[config.mk]
export PLATFORM = sky130hd
export DESIGN_NAME = dram_init_ctrl_flat
export DESIGN_NICKNAME = d
export VERILOG_FILES = /design/src/core/dram_init_pkg.sv /design/src/core/dram_init_if.sv /design/src/core/dram_init_ctrl.sv /design/src/flat_wrapper.sv
export SDC_FILE = /design/constraint.sdc
export NUM_CORES = 1
export LEC_CHECK = 0
export BUFFER_PORTS_ARGS = -buffer_cell sky130_fd_sc_hd__clkbuf_2
export CAP_MARGIN = 10
export CELL_PAD_IN_SITES_DETAIL_PLACEMENT = 1
export CELL_PAD_IN_SITES_GLOBAL_PLACEMENT = 1
export CORE_UTILIZATION = 40
export CTS_BUF_LIST = sky130_fd_sc_hd__clkbuf_8
export DETAILED_ROUTE_END_ITERATION = 8
export PLACE_DENSITY_LB_ADDON = 0.15
export REMOVE_ABC_BUFFERS = 1
export SKIP_LAST_GASP = 1
export SLEW_MARGIN = 20
export SYNTH_ARGS = -nofsm -noshare
export SYNTH_HDL_FRONTEND = slang
export SYNTH_SLANG_ARGS = --single-unit
[constraint.sdc]
create_clock -name sys_clk -period 3.5 [get_ports sys_clk]
set_input_delay 1.05 -clock sys_clk [delete_from_list [all_inputs] [get_ports sys_clk]]
set_output_delay 1.05 -clock sys_clk [all_outputs]
set_load 0.05 [all_outputs]
[src/core/dram_init_pkg.sv]
// Constants, commands and mode register layout shared by both ends of the init link.
// Assumes one 100 MHz clock drives the controller, the device model and the link between them.
package dram_init_pkg;

  localparam int MODE_REGS = 7;
  localparam int ADDR_W = 18;
  localparam int SEL_W = 3;
  localparam int CNT_W = 32;

  // Commands as seen on the link while clock enable is high.
  typedef enum logic [2:0] {
    CMD_DESELECT,
    CMD_MODE_SET,
    CMD_LONG_CAL,
    CMD_REFRESH,
    CMD_ACTIVE
  } cmd_t;

  // Mode register select codes; the controller sets the programming order.
  localparam logic [2:0] SEL_ZERO = 3'h0;
  localparam logic [2:0] SEL_ONE = 3'h1;
  localparam logic [2:0] SEL_TWO = 3'h2;
  localparam logic [2:0] SEL_THREE = 3'h3;
  localparam logic [2:0] SEL_FOUR = 3'h4;
  localparam logic [2:0] SEL_FIVE = 3'h5;
  localparam logic [2:0] SEL_SIX = 3'h6;
  localparam logic [2:0] SEL_UNUSED = 3'h7;

  // Field positions used by the dependency check.
  localparam int LOCK_ENABLE_BIT = 0;
  localparam int LOCK_RESET_BIT = 8;

  // Default wait counts in clock cycles at 100 MHz.
  localparam int CLK_PERIOD_NS = 10;
  localparam int CKE_SETUP_NS = 10;
  localparam int CKE_SETUP_CYC = (CKE_SETUP_NS + CLK_PERIOD_NS - 1) / CLK_PERIOD_NS;
  localparam logic [CNT_W-1:0] DEF_RESET_PULSE = 32'h0000_0014;
  localparam logic [CNT_W-1:0] DEF_POST_RESET = 32'h0000_C350;
  localparam logic [CNT_W-1:0] DEF_EXIT = 32'h0000_0020;
  localparam logic [CNT_W-1:0] DEF_MODE_SET = 32'h0000_0008;
  localparam logic [CNT_W-1:0] DEF_MODE_UPDATE = 32'h0000_0018;
  localparam logic [CNT_W-1:0] DEF_LOCK = 32'h0000_0300;
  localparam logic [CNT_W-1:0] DEF_CAL = 32'h0000_0400;
  localparam logic [CNT_W-1:0] DEF_IDLE_LIMIT = 32'h05B8_D800;

endpackage

[src/core/dram_init_if.sv]
// Link between the init controller and the device end: command, address and control pins.
// Assumes both ends run on the same sys_clk.
`timescale 1ns/100ps
`default_nettype none
interface dram_init_if;
  import dram_init_pkg::*;
  logic resetPinN;
  logic clkEnable;
  logic chipSelN;
  cmd_t cmd;
  logic [SEL_W-1:0] regSel;
  logic [ADDR_W-1:0] addr;
  logic devReady;

  modport ctrl (output resetPinN, output clkEnable, output chipSelN, output cmd,
    output regSel, output addr, input devReady);
  modport dev (input resetPinN, input clkEnable, input chipSelN, input cmd,
    input regSel, input addr, output devReady);
endinterface
`default_nettype wire

[src/core/dram_init_ctrl.sv]
// Controller end: drives reset, clock enable and the power-up and warm reset command sequence.
// Assumes the device end shares sys_clk and answers on the same interface.
`timescale 1ns/100ps
`default_nettype none
module dram_init_ctrl
  import dram_init_pkg::*;
#(
  parameter logic [CNT_W-1:0] RESET_PULSE = DEF_RESET_PULSE,
  parameter logic [CNT_W-1:0] POST_RESET = DEF_POST_RESET,
  parameter logic [CNT_W-1:0] EXIT_WAIT = DEF_EXIT,
  parameter logic [CNT_W-1:0] MODE_SET_WAIT = DEF_MODE_SET,
  parameter logic [CNT_W-1:0] MODE_UPDATE_WAIT = DEF_MODE_UPDATE,
  parameter logic [CNT_W-1:0] LOCK_WAIT = DEF_LOCK,
  parameter logic [CNT_W-1:0] CAL_WAIT = DEF_CAL,
  parameter logic [CNT_W-1:0] IDLE_LIMIT = DEF_IDLE_LIMIT
) (
  input wire logic sys_clk,
  input wire logic resetn,
  input wire logic startReq,
  input wire logic supplyChanged,
  input wire logic [ADDR_W-1:0] modeValue [MODE_REGS],
  output logic initDone,
  output logic keepAlive,
  dram_init_if.ctrl link
);

  typedef enum {
    S_IDLE, S_RESET, S_CKE_LOW, S_POST, S_EXIT, S_LOAD, S_MSWAIT, S_LOAD0, S_MODWAIT,
    S_CAL, S_LOCKWAIT, S_READY
  } state_t;

  state_t state_q;
  logic [CNT_W-1:0] waitQ;
  logic [CNT_W-1:0] idleQ;
  logic [2:0] stepQ;

  // Order of the first six loads; register zero comes last.
  function automatic logic [2:0] orderSel(input logic [2:0] step);
    unique case (step)
      3'h0: orderSel = SEL_THREE;
      3'h1: orderSel = SEL_SIX;
      3'h2: orderSel = SEL_FIVE;
      3'h3: orderSel = SEL_FOUR;
      3'h4: orderSel = SEL_TWO;
      default: orderSel = SEL_ONE;
    endcase
  endfunction

  // Sequencer; the set, update and calibration waits load one less, as the cycle spent on zero restores the full count.
  always_ff @(posedge sys_clk) begin
    if (!resetn) begin
      state_q <= S_IDLE;
      waitQ <= '0;
      stepQ <= '0;
      link.resetPinN <= 1'b0;
      link.clkEnable <= 1'b0;
      link.chipSelN <= 1'b1;
      link.cmd <= CMD_DESELECT;
      link.regSel <= SEL_ZERO;
      link.addr <= '0;
      initDone <= 1'b0;
    end else begin
      link.cmd <= CMD_DESELECT;
      link.chipSelN <= 1'b1;
      if (waitQ != '0) begin
        waitQ <= waitQ - 1'b1;
      end
      unique case (state_q)
        S_IDLE: begin
          if (startReq || supplyChanged) begin
            state_q <= S_CKE_LOW;
            link.clkEnable <= 1'b0;
            initDone <= 1'b0;
            waitQ <= CNT_W'(CKE_SETUP_CYC);
          end
        end
        S_CKE_LOW: begin
          if (waitQ == '0) begin
            link.resetPinN <= 1'b0;
            waitQ <= RESET_PULSE;
            state_q <= S_RESET;
          end
        end
        S_RESET: begin
          if (waitQ == '0) begin
            link.resetPinN <= 1'b1;
            waitQ <= POST_RESET;
            state_q <= S_POST;
          end
        end
        S_POST: begin
          if (waitQ == '0) begin
            link.clkEnable <= 1'b1;
            waitQ <= EXIT_WAIT;
            stepQ <= '0;
            state_q <= S_EXIT;
          end
        end
        S_EXIT, S_MSWAIT: begin
          if (waitQ == '0) begin
            state_q <= (stepQ == 3'(MODE_REGS - 1)) ? S_LOAD0 : S_LOAD;
          end
        end
        S_LOAD: begin
          link.cmd <= CMD_MODE_SET;
          link.chipSelN <= 1'b0;
          link.regSel <= orderSel(stepQ);
          link.addr <= modeValue[orderSel(stepQ)];
          stepQ <= stepQ + 1'b1;
          waitQ <= MODE_SET_WAIT - 1'b1;
          state_q <= S_MSWAIT;
        end
        S_LOAD0: begin
          link.cmd <= CMD_MODE_SET;
          link.chipSelN <= 1'b0;
          link.regSel <= SEL_ZERO;
          link.addr <= modeValue[SEL_ZERO];
          waitQ <= MODE_UPDATE_WAIT - 1'b1;
          state_q <= S_MODWAIT;
        end
        S_MODWAIT: begin
          if (waitQ == '0) begin
            state_q <= S_CAL;
          end
        end
        S_CAL: begin
          link.cmd <= CMD_LONG_CAL;
          link.chipSelN <= 1'b0;
          waitQ <= ((LOCK_WAIT > CAL_WAIT) ? LOCK_WAIT : CAL_WAIT) - 1'b1;
          state_q <= S_LOCKWAIT;
        end
        // Done needs both our own count and the device's word, since the device starts its
        // timers a cycle later. A device that never reports ready holds the sequence here.
        S_LOCKWAIT: begin
          if (waitQ == '0 && link.devReady) begin
            initDone <= 1'b1;
            state_q <= S_READY;
          end
        end
        S_READY: begin
          if (startReq || supplyChanged) begin
            initDone <= 1'b0;
            link.clkEnable <= 1'b0;
            waitQ <= CNT_W'(CKE_SETUP_CYC);
            state_q <= S_CKE_LOW;
          end else if (idleQ >= IDLE_LIMIT - 1'b1) begin
            link.cmd <= CMD_REFRESH;
            link.chipSelN <= 1'b0;
          end
        end
        default: state_q <= S_IDLE;
      endcase
    end
  end

  // Idle keep-alive timer; restarts and pulses keepAlive every IDLE_LIMIT cycles in the ready state.
  always_ff @(posedge sys_clk) begin
    if (!resetn) begin
      idleQ <= '0;
      keepAlive <= 1'b0;
    end else if (state_q != S_READY || idleQ >= IDLE_LIMIT - 1'b1) begin
      idleQ <= '0;
      keepAlive <= (state_q == S_READY);
    end else begin
      idleQ <= idleQ + 1'b1;
      keepAlive <= 1'b0;
    end
  end

endmodule
`default_nettype wire

[src/flat_wrapper.sv]
// flat-port wrapper written by rule: the top's interface ports become plain ports
module dram_init_ctrl_flat import dram_init_pkg::*;
#(
  parameter logic [CNT_W-1:0] RESET_PULSE = DEF_RESET_PULSE,
  parameter logic [CNT_W-1:0] POST_RESET = DEF_POST_RESET,
  parameter logic [CNT_W-1:0] EXIT_WAIT = DEF_EXIT,
  parameter logic [CNT_W-1:0] MODE_SET_WAIT = DEF_MODE_SET,
  parameter logic [CNT_W-1:0] MODE_UPDATE_WAIT = DEF_MODE_UPDATE,
  parameter logic [CNT_W-1:0] LOCK_WAIT = DEF_LOCK,
  parameter logic [CNT_W-1:0] CAL_WAIT = DEF_CAL,
  parameter logic [CNT_W-1:0] IDLE_LIMIT = DEF_IDLE_LIMIT
)
  (sys_clk, resetn, startReq, supplyChanged, modeValue, initDone, keepAlive, link_resetPinN, link_clkEnable, link_chipSelN, link_cmd, link_regSel, link_addr, link_devReady);
  dram_init_if link_i ();
  input wire logic sys_clk;
  input wire logic resetn;
  input wire logic startReq;
  input wire logic supplyChanged;
  input wire logic [ADDR_W-1:0] modeValue[MODE_REGS];
  output logic initDone;
  output logic keepAlive;
  output wire logic [$bits(link_i.resetPinN)-1:0] link_resetPinN;
  output wire logic [$bits(link_i.clkEnable)-1:0] link_clkEnable;
  output wire logic [$bits(link_i.chipSelN)-1:0] link_chipSelN;
  output wire logic [$bits(link_i.cmd)-1:0] link_cmd;
  output wire logic [$bits(link_i.regSel)-1:0] link_regSel;
  output wire logic [$bits(link_i.addr)-1:0] link_addr;
  input wire logic [$bits(link_i.devReady)-1:0] link_devReady;
  assign link_resetPinN = link_i.resetPinN;
  assign link_clkEnable = link_i.clkEnable;
  assign link_chipSelN = link_i.chipSelN;
  assign link_cmd = link_i.cmd;
  assign link_regSel = link_i.regSel;
  assign link_addr = link_i.addr;
  assign link_i.devReady = link_devReady;
  dram_init_ctrl #(.RESET_PULSE(RESET_PULSE), .POST_RESET(POST_RESET), .EXIT_WAIT(EXIT_WAIT), .MODE_SET_WAIT(MODE_SET_WAIT), .MODE_UPDATE_WAIT(MODE_UPDATE_WAIT), .LOCK_WAIT(LOCK_WAIT), .CAL_WAIT(CAL_WAIT), .IDLE_LIMIT(IDLE_LIMIT)) u_core (.sys_clk(sys_clk), .resetn(resetn), .startReq(startReq), .supplyChanged(supplyChanged), .modeValue(modeValue), .initDone(initDone), .keepAlive(keepAlive), .link(link_i));
endmodule
==> run_results.csv <==
group,metric,value,unit
logic_synthesis,synthDominantCellAreaShare,0.335,
layout,nNetsFinal,992,
placement,pre_cts_slack,0.730,ns
min_path,holdCritPathClass,"flop to flop",
critical_path,cp_max_fo,56,
placement,io_buffers,158,
floorplanning,ios,160,
power,p_comb_frac,0.574,
cts,clkTransAtPathRegs,0.11,ns
critical_path,critPathCaptureType,"flop",
logic_synthesis,ys_warn_count,0,
layout,area_growth,19.7,%
sta,maxSlewViolCount,0,
critical_path,cp_slowest_cell,"dfxtp_1",
sta,clock_skew,0.0177,ns
cts,clockRootBuffer,"clkbuf_8",
logic_synthesis,async_flop_share,0,
cts,htree_levels,3,
cts,cts_made_buffers,9,
logic_synthesis,yosys.cell_types.count,73,
power,p_leak,0.00298,µW
logic_synthesis,synth_largest_area_cell,"dfxtp_1",
power,p_sw,2580,µW
global_routing,grt_first_pass_wirelength,30800,µm
logic_synthesis,ys_seq_elements,99,
logic_synthesis,synth.most_common_cell,"dfxtp_1",
layout,final_util,0.489,
cts,cts_resized,0,
detailed_routing,via_per_inst,5.94,
layout,diodes,0,
sta,rsz0062_at_grt,"no",
floorplanning,die-height,124,µm
critical_path,cp_cell_sequence,"inv_1 -> ha_1 -> o41ai_2 -> buf_12 -> mux2i_1 -> mux2_2 -> a2111oi_0",
critical_path,cp.required,3.77,ns
global_routing,grt_pass1_vias,6167,
global_routing,grt_max_degree,57,
detailed_routing,drt_iter0_drc,324,
floorplanning,rows,44,
sta,maxSlewHeadroom,0.227,
power,p_clk_frac,0.136,
cts,post-cts-setup-buffers,0,
logic_synthesis,synth_enable_flop_cells,0,
cts,cts_tree,"built",
layout,drive_gt1_frac,0.249,
power,pwr-share-seq,0.290,
outcome,status,"finished, final reports clean",
critical_path,cp_slowest_stage_delay,0.52,ns
power,peakVddDrop,559,µV
cts,insertion_delay,0.40,ns
critical_path,critPathLaunchType,"flop",
global_routing,grt_use_total,0.259,
floorplanning,dieArea,15300,µm²
power,power,5320,µW
placement,place_congestion,0.900,
detailed_routing,post-route-drc-count,0,
sta,fin_crit,2.84,ns
logic_synthesis,synthTopCellsByCount,"99 x dfxtp_1, 57 x nand2_1, 56 x nor2_1",
global_routing,antenna_found_initial,0,
logic_synthesis,syn-cell-area,5910,µm²
detailed_routing,wire_per_inst,19.0,µm
power,power_density,752,nW/µm²
power,intPower,2750,µW
layout,multi_input_area,3710,µm²
logic_synthesis,ys_seq_area_frac,0.335,
cts,cts_hold_buf,0,
critical_path,cp.arrival,3.10,ns
layout,fill_cells,1813,
sta,setup_viol,0,
sta,worst_slack,0.664,ns
power,switching_share,0.484,
detailed_routing,detail-route-antenna-nets,0,
sta,tightest_slew,1.15,ns
layout,seq_area,1980,µm²
sta,timing.final.crit_share,0.810,
run,maxCapViolCount,0,
cts,cts_num_sinks,99,
detailed_routing,vias,6178,
sta,clock.fmax,353,MHz
sta,hold_viol,0,
detailed_routing,wl,19700,µm
detailed_routing,drt_pass1_iterations,4,
critical_path,critPathKind,"flop to flop",
global_routing,grt_overflow_total,0,
placement,hpwl,14900,µm
logic_synthesis,ys.flop_type,"dfxtp_1",
floorplanning,start_util,0.408,
logic_synthesis,synthCells,711,
logic_synthesis,syn_area_per_cell,8.32,µm²
floorplanning,die_w,124,µm
cts,ctsLongestPathBuffers,2,
logic_synthesis,synth_area_leaders,"dfxtp_1 34%, mux2i_1 5.2%, nand2_1 3.6%, nor2_1 3.6%, a21oi_1 3.4%",
floorplanning,core-area,14500,µm²
-- critical path, delay by kind of cell, from the launching register on --
kind	cells	cell delay, ns
AOI/OAI and AO/OA	2	0.92
adders and majority gates	1	0.32
buffers and inverters	2	0.51
DFF	1	0.52
muxes	2	0.42
-- cell families (layout without fill, tap and decap cells) --
group,after synthesis,in the layout,synth area share
AO/OA/AOI/OAI,210,210,0.254
XOR/XNOR,30,30,0.0444
adder cells (fa/ha/maj),9,9,0.0190
buffers and inverters,65,205,0.0444
flip-flops,99,99,0.335
multiplexers,39,39,0.0677
other,1,6,0.000634
AND/OR/NAND/NOR,258,258,0.234
-- worst paths after layout --
path	endpoint	slack, ns	from	cells past startpoint
max	u_core.link.addr[11]	0.66	u_core.stepQ[0]	7
min	u_core.link.regSel[2]	0.47	u_core.link.regSel[2]	2
max reg2reg	u_core.link.addr[11]	0.66	u_core.stepQ[0]	7
min reg2reg	u_core.link.regSel[2]	0.47	u_core.link.regSel[2]	2
-- final cells by class --
class                           count  share of cell area
Multi-Input combinational cell    552               0.523
Timing Repair Buffer              174               0.130
Tap cell                          184              0.0325
Clock buffer                        9              0.0175
Clock inverter                      6             0.00777
Inverter                           16             0.00848
Sequential cell                    99               0.280
-- placed cells by master, fill, tap and decap left out, types with 10 or more instances in the layout --
| master | Yosys | layout |
|---|---|---|
| clkbuf_2 | 0 | 158 |
| dfxtp_1 | 99 | 99 |
| nand2_1 | 57 | 57 |
| nor2_1 | 56 | 56 |
| a21oi_1 | 40 | 39 |
| nand3_1 | 31 | 31 |
| mux2i_1 | 31 | 31 |
| o21ai_0 | 28 | 28 |
| nor3_1 | 21 | 21 |
| a211oi_1 | 17 | 17 |
| o32ai_1 | 15 | 15 |
| xnor2_1 | 15 | 15 |
| xor2_1 | 15 | 15 |
| o2bb2ai_1 | 15 | 15 |
| buf_4 | 1 | 15 |
| inv_1 | 14 | 14 |
| or3_1 | 14 | 14 |
| nand4_1 | 12 | 12 |
| or4_1 | 11 | 11 |
| o31ai_1 | 10 | 10 |
| a221o_1 | 10 | 10 |
-- flip-flops by register name, indices dropped and copies added (netlist names), 2 cells and up --
register / cells
u_core.idleQ: 32
u_core.link.addr: 18
u_core.link.cmd: 2
u_core.link.regSel: 3
u_core.state_q: 4
u_core.stepQ: 3
u_core.waitQ: 32
-- power by group through the flow --
stage / Sequential [µW] / Clock [µW] / Combinational [µW]
5_1_grt: 1580 / 793 / 3410
3_5_place_dp: 1560 / 0 / 3050
2_1_floorplan: 1540 / 0 / 2190
4_1_cts: 1540 / 746 / 3070
3_3_place_gp: 1550 / 0 / 2930
6_report: 1540 / 723 / 3060
-- layer usage --
layer / routed length, µm / global-route usage / share of wire / up-vias
li1: - / - / - / 2977
met1: 8690 / 0.311 / 0.44 / 3014
met2: 9720 / 0.465 / 0.49 / 162
met3: 999 / 0.0522 / 0.051 / 25
met4: 335 / 0.0730 / 0.017 / 0
met5: 0 / 0 / 0 / -
-- through the flow --
| step | area [µm²] | std cells | hold slack (ns) | TNS, ns |
|---|---|---|---|---|
| global placement | 6900 | 1025 | 0.440 | 0 |
| CTS | 7080 | 1040 | 0.472 | 0 |
| finish | 7080 | 1040 | 0.469 | 0 |
| floorplan | 5730 | 667 | 0.426 | -116.38 |
| global route | 7080 | 1040 | 0.501 | 0 |
| detailed placement | 6900 | 1025 | 0.448 | 0 |
No activity file was read; power rests on OpenSTA's default activity.
